==> src/core/tcc_defines.svh <==
// register indices, field positions, reset values and timing counts of the capture/compare block
`ifndef TCC_DEFINES_SVH
`define TCC_DEFINES_SVH
`define TCC_ADR_W 18
`define TCC_IDX_CAP_VAL_A 16'h4502
`define TCC_IDX_CAP_VAL_B 16'h4504
`define TCC_IDX_CMP_VAL_A 16'h4508
`define TCC_IDX_CMP_VAL_B 16'h450a
`define TCC_IDX_CMP_CFG_A 16'h450e
`define TCC_IDX_CMP_CFG_B 16'h4510
`define TCC_IDX_CAP_CFG_A 16'h4512
`define TCC_IDX_CAP_CFG_B 16'h4514
`define TCC_IDX_INT_STATUS 16'h4520
`define TCC_IDX_INT_CLEAR 16'h4522
`define TCC_IDX_INT_ENABLE 16'h4524
`define TCC_CMP_EN_BIT 15
`define TCC_CMP_INV_BIT 4
`define TCC_CMP_MODE_MSB 3
`define TCC_CMP_MODE_LSB 0
`define TCC_CAP_FILT_BIT 8
`define TCC_CAP_EDGE_MSB 6
`define TCC_CAP_EDGE_LSB 5
`define TCC_RST_16 16'h0000
`define TCC_FILT_LEN 4
`define TCC_ST_CMP_A 0
`define TCC_ST_CMP_B 1
`define TCC_ST_CAP_A 2
`define TCC_ST_CAP_B 3
`endif

==> src/core/tcc_pkg.sv <==
// types of the capture/compare block
package tcc_pkg;
    typedef enum logic [3:0] {
        TCC_EDGE_OFF = 4'h1,
        TCC_EDGE_RISE = 4'h2,
        TCC_EDGE_FALL = 4'h4,
        TCC_EDGE_BOTH = 4'h8
    } tcc_edge_type;

    typedef struct packed {
        logic ack;
        logic [31:0] dat;
        logic irq;
        logic [1:0] cmp_out;
        logic [1:0] cmp_en;
        logic [1:0] cmp_inv;
        logic [1:0][3:0] cmp_mode;
        logic [1:0][15:0] cmp_val;
        logic [1:0] wave;
        logic [1:0] match_d;
        logic [1:0] cap_filt;
        logic [1:0][1:0] cap_edge;
        logic [1:0][15:0] cap_val;
        logic [1:0][3:0] shreg;
        logic [1:0] filt;
        logic [1:0] prev;
        logic [3:0] status;
        logic [3:0] int_en;
    } tcc_state_type;
endpackage : tcc_pkg

==> src/core/tcc_channels.sv <==
// two compare outputs and two capture inputs behind a classic wishbone slave
//
// The Wishbone register port was chosen for this implementation.
`timescale 1ns/10ps
`include "tcc_defines.svh"

module tcc_channels import tcc_pkg::*; (
    input wire logic clk_i,
    input wire logic rst_i,
    input wire logic cyc_i,
    input wire logic stb_i,
    input wire logic we_i,
    input wire logic [`TCC_ADR_W-1:0] adr_i,
    input wire logic [3:0] sel_i,
    input wire logic [31:0] dat_i,
    input wire logic [15:0] count_i,
    input wire logic [1:0] cap_i,
    output logic [31:0] dat_o,
    output logic ack_o,
    output logic irq_o,
    output logic [1:0] cmp_out_o
);

    tcc_state_type st_ff;
    tcc_state_type nxt_st;
    logic [3:0] ev;
    logic [3:0] clr;
    logic req;

    function automatic logic hit(input logic [`TCC_ADR_W-1:0] adr, input logic [15:0] idx);
        hit = (adr[`TCC_ADR_W-1:2] == idx);
    endfunction : hit

    function automatic logic [15:0] merge(input logic [15:0] old, input logic [31:0] wd, input logic [3:0] sel);
        merge = {sel[1] ? wd[15:8] : old[15:8], sel[0] ? wd[7:0] : old[7:0]};
    endfunction : merge

    function automatic tcc_edge_type edge_code(input logic [1:0] sel);
        case (sel)
            2'h1: edge_code = TCC_EDGE_RISE;
            2'h2: edge_code = TCC_EDGE_FALL;
            2'h3: edge_code = TCC_EDGE_BOTH;
            default: edge_code = TCC_EDGE_OFF;
        endcase
    endfunction : edge_code

    always_comb begin
        logic sig;
        logic match;
        logic [15:0] rd;
        logic [15:0] wv;
        logic ci;
        logic ki;
        nxt_st = st_ff;
        sig = 1'b0;
        match = 1'b0;
        rd = `TCC_RST_16;
        wv = `TCC_RST_16;
        // channel from a full index match: config a and b indices differ in more than one bit
        ci = hit(adr_i, `TCC_IDX_CMP_CFG_B);
        ki = hit(adr_i, `TCC_IDX_CAP_CFG_B);
        ev = 4'h0;
        clr = 4'h0;
        req = cyc_i & stb_i & ~st_ff.ack;
        // answer one cycle after the request, drop ack the cycle after
        nxt_st.ack = req;
        nxt_st.dat = 32'h0000_0000;
        if (req && !we_i) begin
            if (hit(adr_i, `TCC_IDX_CAP_VAL_A)) begin
                rd = st_ff.cap_val[0];
            end else if (hit(adr_i, `TCC_IDX_CAP_VAL_B)) begin
                rd = st_ff.cap_val[1];
            end else if (hit(adr_i, `TCC_IDX_CMP_VAL_A)) begin
                rd = st_ff.cmp_val[0];
            end else if (hit(adr_i, `TCC_IDX_CMP_VAL_B)) begin
                rd = st_ff.cmp_val[1];
            end else if (hit(adr_i, `TCC_IDX_CMP_CFG_A) || hit(adr_i, `TCC_IDX_CMP_CFG_B)) begin
                rd[`TCC_CMP_EN_BIT] = st_ff.cmp_en[ci];
                rd[`TCC_CMP_INV_BIT] = st_ff.cmp_inv[ci];
                rd[`TCC_CMP_MODE_MSB:`TCC_CMP_MODE_LSB] = st_ff.cmp_mode[ci];
            end else if (hit(adr_i, `TCC_IDX_CAP_CFG_A) || hit(adr_i, `TCC_IDX_CAP_CFG_B)) begin
                rd[`TCC_CAP_FILT_BIT] = st_ff.cap_filt[ki];
                rd[`TCC_CAP_EDGE_MSB:`TCC_CAP_EDGE_LSB] = st_ff.cap_edge[ki];
            end else if (hit(adr_i, `TCC_IDX_INT_STATUS)) begin
                rd[3:0] = st_ff.status;
            end else if (hit(adr_i, `TCC_IDX_INT_ENABLE)) begin
                rd[3:0] = st_ff.int_en;
            end
            nxt_st.dat = {16'h0000, rd};
        end
        if (req && we_i) begin
            // capture values and status are read-only: no write branch for them
            if (hit(adr_i, `TCC_IDX_CMP_VAL_A)) begin
                nxt_st.cmp_val[0] = merge(st_ff.cmp_val[0], dat_i, sel_i);
            end
            if (hit(adr_i, `TCC_IDX_CMP_VAL_B)) begin
                nxt_st.cmp_val[1] = merge(st_ff.cmp_val[1], dat_i, sel_i);
            end
            if (hit(adr_i, `TCC_IDX_CMP_CFG_A) || hit(adr_i, `TCC_IDX_CMP_CFG_B)) begin
                wv = merge({st_ff.cmp_en[ci], 10'h000, st_ff.cmp_inv[ci],
                            st_ff.cmp_mode[ci]}, dat_i, sel_i);
                nxt_st.cmp_en[ci] = wv[`TCC_CMP_EN_BIT];
                nxt_st.cmp_inv[ci] = wv[`TCC_CMP_INV_BIT];
                nxt_st.cmp_mode[ci] = wv[`TCC_CMP_MODE_MSB:`TCC_CMP_MODE_LSB];
            end
            if (hit(adr_i, `TCC_IDX_CAP_CFG_A) || hit(adr_i, `TCC_IDX_CAP_CFG_B)) begin
                wv = merge({7'h00, st_ff.cap_filt[ki], 1'b0, st_ff.cap_edge[ki], 5'h00},
                           dat_i, sel_i);
                nxt_st.cap_filt[ki] = wv[`TCC_CAP_FILT_BIT];
                nxt_st.cap_edge[ki] = wv[`TCC_CAP_EDGE_MSB:`TCC_CAP_EDGE_LSB];
            end
            if (hit(adr_i, `TCC_IDX_INT_CLEAR) && sel_i[0]) begin
                clr = dat_i[3:0];
            end
            if (hit(adr_i, `TCC_IDX_INT_ENABLE) && sel_i[0]) begin
                nxt_st.int_en = dat_i[3:0];
            end
        end
        for (int i = 0; i < 2; i++) begin
            // compare: act once per arrival at the value, not every cycle it is held
            match = (count_i == st_ff.cmp_val[i]);
            nxt_st.match_d[i] = match;
            if (match && !st_ff.match_d[i]) begin
                ev[`TCC_ST_CMP_A + i] = 1'b1;
                case (st_ff.cmp_mode[i])
                    4'h1: nxt_st.wave[i] = 1'b1;
                    4'h2: nxt_st.wave[i] = 1'b0;
                    4'h3: nxt_st.wave[i] = ~st_ff.wave[i];
                    default: nxt_st.wave[i] = st_ff.wave[i];
                endcase
            end
            nxt_st.cmp_out[i] = nxt_st.cmp_en[i] & (nxt_st.wave[i] ^ nxt_st.cmp_inv[i]);
            // capture: filter always shifts so switching it on needs no warm-up
            nxt_st.shreg[i] = {st_ff.shreg[i][`TCC_FILT_LEN-2:0], cap_i[i]};
            if (&st_ff.shreg[i]) begin
                nxt_st.filt[i] = 1'b1;
            end else if (~|st_ff.shreg[i]) begin
                nxt_st.filt[i] = 1'b0;
            end
            sig = st_ff.cap_filt[i] ? st_ff.filt[i] : cap_i[i];
            nxt_st.prev[i] = sig;
            case (edge_code(st_ff.cap_edge[i]))
                TCC_EDGE_RISE: ev[`TCC_ST_CAP_A + i] = sig & ~st_ff.prev[i];
                TCC_EDGE_FALL: ev[`TCC_ST_CAP_A + i] = ~sig & st_ff.prev[i];
                TCC_EDGE_BOTH: ev[`TCC_ST_CAP_A + i] = sig ^ st_ff.prev[i];
                default: ev[`TCC_ST_CAP_A + i] = 1'b0;
            endcase
            if (ev[`TCC_ST_CAP_A + i]) begin
                nxt_st.cap_val[i] = count_i;
            end
        end
        // a new event wins over a clear in the same cycle
        nxt_st.status = (st_ff.status & ~clr) | ev;
        nxt_st.irq = |(nxt_st.status & nxt_st.int_en);
        if (rst_i) begin
            nxt_st = '0;
        end
    end

    always_ff @(posedge clk_i) begin
        st_ff <= nxt_st;
    end

    assign dat_o = st_ff.dat;
    assign ack_o = st_ff.ack;
    assign irq_o = st_ff.irq;
    assign cmp_out_o = st_ff.cmp_out;
endmodule : tcc_channels

==> config.mk <==
export PLATFORM = sky130hd
export DESIGN_NAME = tcc_channels
export DESIGN_NICKNAME = d
export VERILOG_FILES = /design/src/core/tcc_pkg.sv /design/src/core/tcc_channels.sv
export VERILOG_INCLUDE_DIRS = /design/src /design/src/core
export SDC_FILE = /design/constraint.sdc
export NUM_CORES = 1
export LEC_CHECK = 0
export ABC_AREA = 1
export BUFFER_PORTS_ARGS = -buffer_cell sky130_fd_sc_hd__buf_2
export CAP_MARGIN = 20
export CORE_MARGIN = 3
export CORE_UTILIZATION = 40
export DETAILED_ROUTE_END_ITERATION = 10
export PLACE_DENSITY = 0.71
export SLEW_MARGIN = 10
export SYNTH_ARGS = -nofsm -noshare
export SYNTH_HDL_FRONTEND = slang
export SYNTH_SLANG_ARGS = --single-unit
==> constraint.sdc <==
create_clock -name clk_i -period 2.8 [get_ports clk_i]
set_clock_uncertainty 0.2 [all_clocks]
set_input_delay 0.56 -clock clk_i [delete_from_list [all_inputs] [get_ports clk_i]]
set_output_delay 0.56 -clock clk_i [all_outputs]
set_load 0.02 [all_outputs]
After elaboration in Yosys (flattened, before gate mapping)
Index checks and enable logic that the tools add are counted.

word-level totals
  bits in registers = 142
  latch bits = 0
  RAM bits = 0
  ROM bits = 0
  bits of input ports = 77
  memories kept = 0

cells by class
  add/sub/neg operators = 0
  $mul = 0
  div/mod/pow operators = 0
  magnitude comparators = 4
  eq/ne operators = 33
  shift operators = 0
  mux-type cells = 73
  bitwise gates (word level) = 24
  reduce and logical (&&, ||, !) cells = 25

operators with widths
  cell                    number
  $eq A16 B15 Y1 const B  11
  $mux W16                5
  $mux W4                 11
  $mux W44                1
  $mux W8                 5
  $eq A16 B16 Y1          2
  $mux W1                 26
  $eq A4 B2 Y1 const B    6
  $pmux W4 S3             2
  $mux W7                 2
  $mux W12                1
  $pmux W1 S3             4
  $reduce_and A3 Y1       4
  $reduce_or A4 Y1        3
  $mux W2                 5
  $and A1 B1 Y1           8
  $and A4 B4 Y4           2
  $bwmux W8               1
  $eq A2 B2 Y1 const B    4
  $eq A4 B1 Y1 const B    2
  $eq A4 B3 Y1 const B    2
  $eq A4 B4 Y1 const B    2
  $logic_and A1 B1 Y1     8
  $not A1 Y1              8
  other kinds (19)        34

Depth between registers and ports, before layout
Gate-level depths: netlist of the first run.

  word-level depth = 10
  gate-level depth with buffers = 13

Worst setup path before layout of the first run
Ideal clock, no wire load.

  kind = input to register
  start point = input cap_i[0]
  end point = register st_ff[20] (netlist name)
  library setup time = 86 ps
  arrival = 1,921 ps
  data required time = 2,514 ps
  setup slack = 594 ps
  stages = 9
  buffers on the path = 1
  cell sequence = o21ai_0 -> inv_1 -> ha_1 -> o21ai_0 -> nand2_1 -> inv_1 -> clkbuf_1 -> nor2_1 -> a211oi_1

between the ends
  cells in the longest elaborated chain, start to end = 4
  elaborated cells between the ends (all ways) = 6

RTL lines
  element               RTL line             source
  start, declared       tcc_channels.sv:17   input wire logic [1:0] cap_i,
  $mux W1 *             tcc_channels.sv:140  sig = st_ff.cap_filt[i] ? st_ff.filt[i] : cap_i[i];
  $not A1 Y1            tcc_channels.sv:144  TCC_EDGE_FALL: ev[`TCC_ST_CAP_A + i] = ~sig & st_ff.prev[i];
  $and A1 B1 Y1         tcc_channels.sv:144
  $pmux W1 S3 *         tcc_channels.sv:142  case (edge_code(st_ff.cap_edge[i]))
  end signal, assigned  tcc_channels.sv:161  st_ff <= nxt_st;
  end, declared         tcc_channels.sv:24   tcc_state_type st_ff;

Every way passes the cells marked *; elsewhere a longest branch is shown, timed or not.
A chain may end at the register's enable or synchronous reset.

Worst setup path in the final report of the first run
  start point = register st_ff[57] (netlist name)
  end point = register st_ff[45] (netlist name)

between the ends
  cells in the longest elaborated chain, start to end = 4
  elaborated cells between the ends (all ways) = 6

RTL lines
  element        RTL line
  $mux W1 *      tcc_channels.sv:140
  $not A1 Y1     tcc_channels.sv:144
  $and A1 B1 Y1  tcc_channels.sv:144
  $pmux W1 S3 *  tcc_channels.sv:142

Marked as above.

==> impl_metrics.ini, run 1 <==
[power]
p_leak_nw = 3.52
power_density_mw_per_mm2 = 548
vdd_ir_drop_max_uv = 434

[sta]
min_period_ns = 2.34
report.final.setup_viol = 0
fmax_mhz = 427
fin_crit_sh_pct = 83.6
rsz0062_at_grt = false
slew_headroom_pct = 62.8
final_max_slew_viol_count = 0
hold_viol = 0
fin_tns_setup_ns = 0
worstMarginPinSlew_ns = 0.553

[yosys]
ys_warn_count = 0
synth.avg_cell_area_sq_um = 6.74
ys_async_sr_fraction_pct = 0
synth_top_cell_by_area = dfxtp_1
ys_seq_area_share_pct = 37.0
ys_types = 39
syn_area_sq_mm = 0.00682
synth_edf_count = 0
synthTopCellsByArea = dfxtp_1, nand2_1, inv_1
syn_inst = 1011
synth_top_area_share_pct = 37.0
synth_ff_type = dfxtp_1
ys_ff_latch = 126

[clock_tree]
clk_latency_ns = 0.42
cts_sinks = 126
cts_root_buf = clkbuf_16
cts.reportedPaths.clkPinSlew_ns = 0.06
cts_tree = yes
cts_buffer_depth = 2
hold_buffers = 0
htree_num_levels = 4
numCtsBuffers = 17
postCtsSetupBuffers = 0
cts_resized = 0

[finish]
multi_input_area_sq_mm = 0.00328
regArea_sq_mm = 0.00252
fin_util_pct = 46.7
diodes = 0
instances_no_fill = 1295
synthToLayoutAreaGrowth_pct = 14.1
fin_nets = 1146
nFillCells = 1710
drive_above_1_share_pct = 15.8

[setup_path]
endpoint_kind = flip-flop
worst-path-max-fanout = 13
required_ns = 2.93
path_class = reg2reg
reg2reg_to = st_ff[45]$_SDFFE_PP0P_
cp-start-kind = flip-flop
arrival_ns = 2.47
r2r-start = st_ff[57]$_SDFFE_PP0P_
r2r_setup_slack_ns = 0.46
reg2reg_depth = 10

[flow_run]
maxCapViolations = 0

[worst_hold_path]
worstHoldPathCells = 3
min-delay-start = cap_i[1]
hold_path_class = in2reg
min_to = st_ff[16]$_SDFF_PP0_

[routing]
drt-total-wl_um = 17100
drtPass1Iterations = 8
vias = 6124
via_per_inst = 4.73
wl_per_cell_um = 13.2
antenna_left = 0
drc = 0
drt_iter0_drc = 473

[grt]
grt_pass1_vias = 5522
antenna_found_initial = 0
overflow = 0
grt_max_degree = 34
grt_usage_pct = 18.7
grt_pass1_wl_um = 27400

[floorplanning]
io_pins = 113
die_width_um = 137
die_y_um = 137
rows = 47
die-area_sq_mm = 0.0187
coreArea_sq_mm = 0.0166
start_util_pct = 41.0

[placement]
port_buffers = 76
dp.cells = 1266
globalplace.congestion = 0.899
dpl.hpwl_um = 12600

[run_status]
status = finished clean
[final cells by class]
cell class / instances / area share (%)
Clock buffer: 22 / 6.10
Clock inverter: 7 / 1.45
Inverter: 167 / 8.08
Multi-Input combinational cell: 665 / 42.2
Sequential cell: 126 / 32.4
Tap cell: 220 / 3.54
Timing Repair Buffer: 88 / 6.21
[critical path, stage by stage (launching register included)]
cell      delay (ns)
dfxtp_1         0.35
inv_1           0.06
or2_2           0.26
o21ai_0         0.13
inv_1           0.08
ha_1            0.27
o21ai_0         0.14
nand2_1         0.15
inv_1           0.37
nor2_1          0.07
a211oi_1        0.16
[state kept, by name, summed over array words and instances, names as in the netlist]
name / flops
irq_o: 1
ack_o: 1
st_ff: 106
dat_o: 16
cmp_out_o: 2
[cell usage after synthesis (6+ instances only)]
library cell	n
nand2_1	213
inv_1	158
dfxtp_1	126
nor2_1	95
o21ai_0	91
a21oi_1	69
nand3_1	35
buf_4	34
o21ai_1	30
a211oi_1	21
clkbuf_1	17
o21bai_1	12
buf_2	9
nor3_1	9
nand2_2	8
a21oi_2	7
inv_2	7
nor2_4	7
nand4_1	6
[layer usage]
metal  track usage (%)  share of wire, %  up-vias
met2              29.2                45      153
met5                 0                 0        -
li1                  -                 -     3261
met1              25.4                47     2686
met4              6.33               2.0        0
met3              4.56               6.1       24
[power by group]
group          switching, mW  leakage [nW]  internal, mW
sequential           0.00359          1.02          1.80
clock                  0.769         0.288          1.45
combinational          0.167          2.22        0.0732
[cell families after synthesis]
| group | Yosys count | synth area share, % |
|---|---|---|
| xor+xnor | 5 | 0.642 |
| simple gates | 402 | 26.4 |
| other cells | 1 | 0.0550 |
| compound gates | 238 | 19.4 |
| flops | 126 | 37.0 |
| buf+inv | 235 | 15.7 |
| fa+ha+maj | 4 | 0.734 |
[cells in the final DEF, fill, tap and decap left out, drive strengths merged]
cell,synthesis,layout
nor2,108,108
clkbuf,17,22
conb,1,16
nand3b,2,2
inv,165,165
o21ai,126,126
clkinvlp,0,1
ha,4,4
dfxtp,126,126
buf,51,88
o211ai,3,3
bufinv,0,3
or2,7,7
clkinv,2,5
o21bai,12,12
nand4,6,6
nand3,42,42
xor2,5,5
nor3,9,9
a21oi,76,76
a211oi,21,21
nor4,3,3
nand2,225,225
[through the flow]
stage	total power, mW	hold WS [ns]	worst slack (ns)	instance area, sq um
floorplan	2.00	0.215	0.594	6880
detailed placement	2.08	0.224	0.302	7190
finish	4.26	0.162	0.458	7780
global placement	2.08	0.220	0.316	7190
global route	4.40	0.163	0.234	7780
CTS	4.29	0.147	0.462	7780
[worst max path at each step]
stage                                 from                     end  slack (ns)  cells past startpoint
floorplan                         cap_i[0]  st_ff[20]$_SDFFE_PP0P_        0.59                      9
global placement                 adr_i[14]  st_ff[79]$_SDFFE_PP0P_        0.32                      9
detailed placement                cap_i[0]  st_ff[24]$_SDFFE_PP0P_        0.30                     10
CTS                 st_ff[57]$_SDFFE_PP0P_  st_ff[45]$_SDFFE_PP0P_        0.46                     10
global route        st_ff[57]$_SDFFE_PP0P_  st_ff[49]$_SDFFE_PP0P_        0.23                     10
finish              st_ff[57]$_SDFFE_PP0P_  st_ff[45]$_SDFFE_PP0P_        0.46                     10
(Power assumes the default switching activity.)
==> run 2: changes to the inputs <==
clock period = 2.45 ns   (was 2.8 ns; I/O delays follow)
==> run 2 against run 1 <==
  * Hold slack worse by 0.069 ns
  * Cell area up 3.1%
  * Worst setup slack worse by 0.29 ns
  * Maximum frequency up 2.7%
  * Largest cell class unchanged
  * Highest routed layer unchanged
==> impl_metrics.ini, run 2 (synthesis results as in run 1) <==
[routing]
drt-total-wl_um = 17200
vias = 6212
drc = 0
via_per_inst = 4.75
wl_per_cell_um = 13.2
drtPass1Iterations = 5
drt_iter0_drc = 397
antenna_left = 0

[sta]
min_period_ns = 2.28
slew_headroom_pct = 67.0
final_max_slew_viol_count = 0
fmax_mhz = 438
report.final.setup_viol = 0
fin_crit_sh_pct = 93.1
worstMarginPinSlew_ns = 0.490
hold_viol = 0

[setup_path]
arrival_ns = 2.38
path_class = reg2reg
worst-path-max-fanout = 19
crit_start = st_ff[57]$_SDFFE_PP0P_
cp-start-kind = flip-flop
worst-path-buf-inv = 3
critPathTopFamily = compound AO/OA/AOI/OAI gates
cp_slowest_cell = dfxtp_1
reg2reg_to = st_ff[41]$_SDFFE_PP0P_
endpoint_kind = flip-flop
required_ns = 2.55
worst_path_most_repeated_cell = o21ai_0
reg2reg_depth = 10
r2r_setup_slack_ns = 0.17
max_stage_delay_ns = 0.35
crit_chain = inv_1 > or2_2 > o21ai_0 > inv_1 > ha_1 > o21ai_0 > nand2_1 > buf_4 > o21ai_0 > a21oi_1
r2r-start = st_ff[57]$_SDFFE_PP0P_

[power]
p_switching_mw = 1.11
p_leak_nw = 3.64
clock_power_share_pct = 56.4
power_frac_comb_pct = 5.2
p_int_mw = 4.26
seqPwrFrac_pct = 38.4
sw_frac_of_total_pct = 20.6
vdd_ir_drop_max_uv = 485
power_density_mw_per_mm2 = 670
finalPower_mw = 5.37

[floorplanning]
start_util_pct = 41.0
coreArea_sq_mm = 0.0166
die-area_sq_mm = 0.0187
die_y_um = 137
rows = 47
die_width_um = 137
io_pins = 113

[worst_hold_path]
worstHoldPathCells = 3
min-delay-start = cap_i[1]
min_to = st_ff[16]$_SDFF_PP0_
hold_path_class = in2reg

[finish]
most-common-layout-cells = nand2_1, inv_1, dfxtp_1
drive_above_1_share_pct = 16.9
layout_commonest_cell = nand2_1
diodes = 0
fin_nets = 1156
largest_register_ff_count = 106
final_cell_area_sq_mm = 0.00802
regMostFlops = st_ff
synthToLayoutAreaGrowth_pct = 17.6

[flow_run]
maxCapViolations = 0

[clock_tree]
cts_resized = 0
cts.reportedPaths.clkPinSlew_ns = 0.06
hold_buffers = 0
cts_root_buf = clkbuf_16
htree_num_levels = 4
numCtsBuffers = 17
cts_tree = yes
cts_sinks = 126
clk_latency_ns = 0.42
postCtsSetupBuffers = 0
cts_buffer_depth = 2

[grt]
grt_max_degree = 49
grt_usage_pct = 19.2
antenna_found_initial = 0
grt_pass1_vias = 5693
grt_pass1_wl_um = 28000
overflow = 0

[placement]
dpl.hpwl_um = 12600
port_buffers = 76
globalplace.congestion = 0.839
place_area_sq_mm = 0.00729

[run_status]
status = finished clean
-- run 2: cell count changes in the layout (fill, tap and decap cells not counted) --
cell	previous run	this run
buf_4	11	18
clkbuf_1	2	1
buf_12	1	4
clkinv_2	4	2
clkinvlp_4	1	2
bufinv_16	3	7
clkbuf_8	3	4
-- run 2: power groups by stage --
stage	registers (mW)	clock network (mW)	logic, mW
after floorplan	2.11	0	0.176
after global placement	2.10	0	0.273
after detailed placement	2.11	0	0.275
after CTS	2.06	3.07	0.277
after global routing	2.06	3.15	0.312
final	2.06	3.03	0.278
-- run 2: cell type report --
cell class                      count  area [sq um]
Inverter                          167           628
Timing Repair Buffer               98           596
Tap cell                          220           275
Sequential cell                   126          2520
Multi-Input combinational cell    665          3280
Clock buffer                       22           484
Fill cell                        1674          8620
Clock inverter                     10           230
-- run 2: worst max-delay path by stage --
stage	end	slack, ns	cells after the start
floorplan	st_ff[20]$_SDFFE_PP0P_	0.31	11
global placement	st_ff[28]$_SDFFE_PP0P_	0.19	10
detailed placement	st_ff[41]$_SDFFE_PP0P_	0.14	9
CTS	st_ff[38]$_SDFFE_PP0P_	0.18	10
global route	st_ff[27]$_SDFFE_PP0P_	-0.002	11
finish	st_ff[41]$_SDFFE_PP0P_	0.17	10
-- run 2: worst min-delay path, cell delays in order --
cell    delay [ns]
buf_2         0.11
inv_1         0.04
nor2_1        0.03
-- run 2: metrics by stage --
| step | util (%) | cells | setup slack (ns) | hold slack, ns | TNS, ns |
|---|---|---|---|---|---|
| after floorplan | - | 1026 | 0.313 | 0.215 | 0 |
| after global placement | 43.8 | 1274 | 0.195 | 0.220 | 0 |
| after detailed placement | 43.8 | 1274 | 0.136 | 0.228 | 0 |
| after CTS | 48.1 | 1306 | 0.178 | 0.0754 | 0 |
| after global routing | 48.2 | 1308 | -0.00160 | 0.0843 | -0.00160 |
| final | 48.2 | 1308 | 0.169 | 0.0931 | 0 |
-- run 2: metal layers --
| metal | vias to the layer above | routed length (um) | GRT usage, % |
|---|---|---|---|
| li1 | 3276 | - | - |
| met1 | 2771 | 8160 | 25.7 |
| met2 | 147 | 7840 | 30.5 |
| met3 | 18 | 1000 | 4.67 |
| met4 | 0 | 214 | 5.94 |
| met5 | - | 0 | 0 |
==> run 3: changes to the inputs <==
clock period = 2.92 ns   (was 2.45 ns; I/O delays follow)
==> run 3 against run 2 <==
  * First-iteration DRC count increased by 14%
  * Final cell count is 0.99% lower
  * Sequential power shrank 16%
  * Flip-flop and latch count is the same
  * Clock power down 29%
  * Worst setup slack gained 0.40 ns
  * Cell area fell by 3.0%
  * Sequential share of layout area is 0.96 points higher
  * Via count down 0.95%
  * Global-route usage about the same
  * Utilization is 1.4 points lower
  * Critical endpoint is now st_ff[50]$_SDFFE_PP0P_
  * Largest power group unchanged
==> impl_metrics.ini, run 3 (synthesis results as in run 1) <==
[run_status]
status = finished clean

[finish]
synthToLayoutAreaGrowth_pct = 14.1
largest_register_ff_count = 106
fin_nets = 1145
nFillCells = 1694
layout_commonest_cell = nand2_1
regMostFlops = st_ff
instances_no_fill = 1295
drive_above_1_share_pct = 15.9
diodes = 0
most-common-layout-cells = nand2_1, inv_1, dfxtp_1

[clock_tree]
postCtsSetupBuffers = 0
cts_resized = 0
cts_sinks = 126
cts_root_buf = clkbuf_16
cts_tree = yes
cts.reportedPaths.clkPinSlew_ns = 0.05
htree_num_levels = 4
hold_buffers = 0
clk_latency_ns = 0.42
numCtsBuffers = 17
cts_buffer_depth = 2

[floorplanning]
die-area_sq_mm = 0.0187
io_pins = 113
coreArea_sq_mm = 0.0166
start_util_pct = 41.0
die_width_um = 137
die_y_um = 137
rows = 47

[setup_path]
crit_end = st_ff[50]$_SDFFE_PP0P_
crit_start = st_ff[57]$_SDFFE_PP0P_
r2r_setup_slack_ns = 0.57
worst-path-max-fanout = 13
max_stage_delay_ns = 0.36
cp_num_cells = 10
required_ns = 3.06
critPathTopFamily = buffers and inverters
cp_slowest_cell = inv_1
crit_chain = inv_1 > or2_2 > o21ai_0 > inv_1 > ha_1 > o21ai_0 > nand2_1 > inv_1 > nor2_1 > a211oi_1
r2r-start = st_ff[57]$_SDFFE_PP0P_
reg2reg_to = st_ff[50]$_SDFFE_PP0P_
cp-start-kind = flip-flop
reg2reg_depth = 10
worst_path_most_repeated_cell = inv_1
worst-path-buf-inv = 3
path_class = reg2reg
arrival_ns = 2.49
endpoint_kind = flip-flop

[power]
power_density_mw_per_mm2 = 527
vdd_ir_drop_max_uv = 368
p_leak_nw = 3.51

[routing]
wl_per_cell_um = 13.3
vias = 6153
drc = 0
drtPass1Iterations = 5
via_per_inst = 4.75
antenna_left = 0
drt-total-wl_um = 17300
drt_iter0_drc = 454

[grt]
antenna_found_initial = 0
grt_pass1_vias = 5697
grt_pass1_wl_um = 28000
grt_max_degree = 30
grt_usage_pct = 19.1
overflow = 0

[sta]
fin_tns_setup_ns = 0
report.final.setup_viol = 0
hold_viol = 0
rsz0062_at_grt = false
min_period_ns = 2.35
fmax_mhz = 425
final_max_slew_viol_count = 0
slew_headroom_pct = 60.1
fin_crit_sh_pct = 80.6
worstMarginPinSlew_ns = 0.597

[placement]
port_buffers = 76
dpl.hpwl_um = 12700
globalplace.congestion = 0.880
dp.cells = 1265

[flow_run]
maxCapViolations = 0

[worst_hold_path]
hold_path_class = in2reg
run 3: where the power goes:
group | total (mW) | internal, mW | leakage (nW) | switching (mW)
sequential | 1.73 | 1.73 | 1.02 | 0.00338
clock | 2.14 | 1.37 | 0.284 | 0.764
combinational | 0.232 | 0.0710 | 2.21 | 0.161
run 3: worst min-delay path: cells and delay by family:
kind	cells	cell delay (ns)
buffers and inverters	2	0.14
AND/OR/NAND/NOR	1	0.03
run 3: cell type report:
| type | count | area [sq um] | share of cell area [%] |
|---|---|---|---|
| Clock inverter | 10 | 140 | 1.80 |
| Clock buffer | 20 | 457 | 5.87 |
| Timing Repair Buffer | 87 | 475 | 6.11 |
| Sequential cell | 126 | 2520 | 32.4 |
| Inverter | 167 | 628 | 8.07 |
| Tap cell | 220 | 275 | 3.54 |
| Multi-Input combinational cell | 665 | 3280 | 42.2 |
run 3: worst min-delay path by stage:
stage                              start  cells past startpoint  slack (ns)                   end
finish                          cap_i[1]                      3        0.18  st_ff[16]$_SDFF_PP0_
global route                    cap_i[1]                      3        0.19  st_ff[16]$_SDFF_PP0_
CTS                             cap_i[1]                      3        0.17  st_ff[16]$_SDFF_PP0_
detailed placement  st_ff[14]$_SDFF_PP0_                      2        0.23  st_ff[15]$_SDFF_PP0_
global placement    st_ff[13]$_SDFF_PP0_                      2        0.22  st_ff[14]$_SDFF_PP0_
floorplan           st_ff[13]$_SDFF_PP0_                      2        0.21  st_ff[14]$_SDFF_PP0_
run 3: layer usage:
layer  wire [um]  track usage, %  part of all wire [%]  up-vias
li1            -               -                     -     3260
met1        8100            25.5                    47     2728
met2        7910            30.9                    46      145
met3         989            3.97                   5.7       20
met4         256            6.49                   1.5        0
met5           0               0                     0        -
run 3: metrics by stage:
stage	total power [mW]	util (%)	setup WS (ns)	hold WS (ns)	area, sq um
after global routing	4.22	46.7	0.335	0.188	7780
after floorplan	1.91	-	0.690	0.215	6880
after detailed placement	2.00	43.2	0.345	0.230	7180
after global placement	1.99	43.2	0.402	0.220	7180
final	4.10	46.7	0.567	0.181	7780
after CTS	4.12	46.7	0.565	0.174	7780
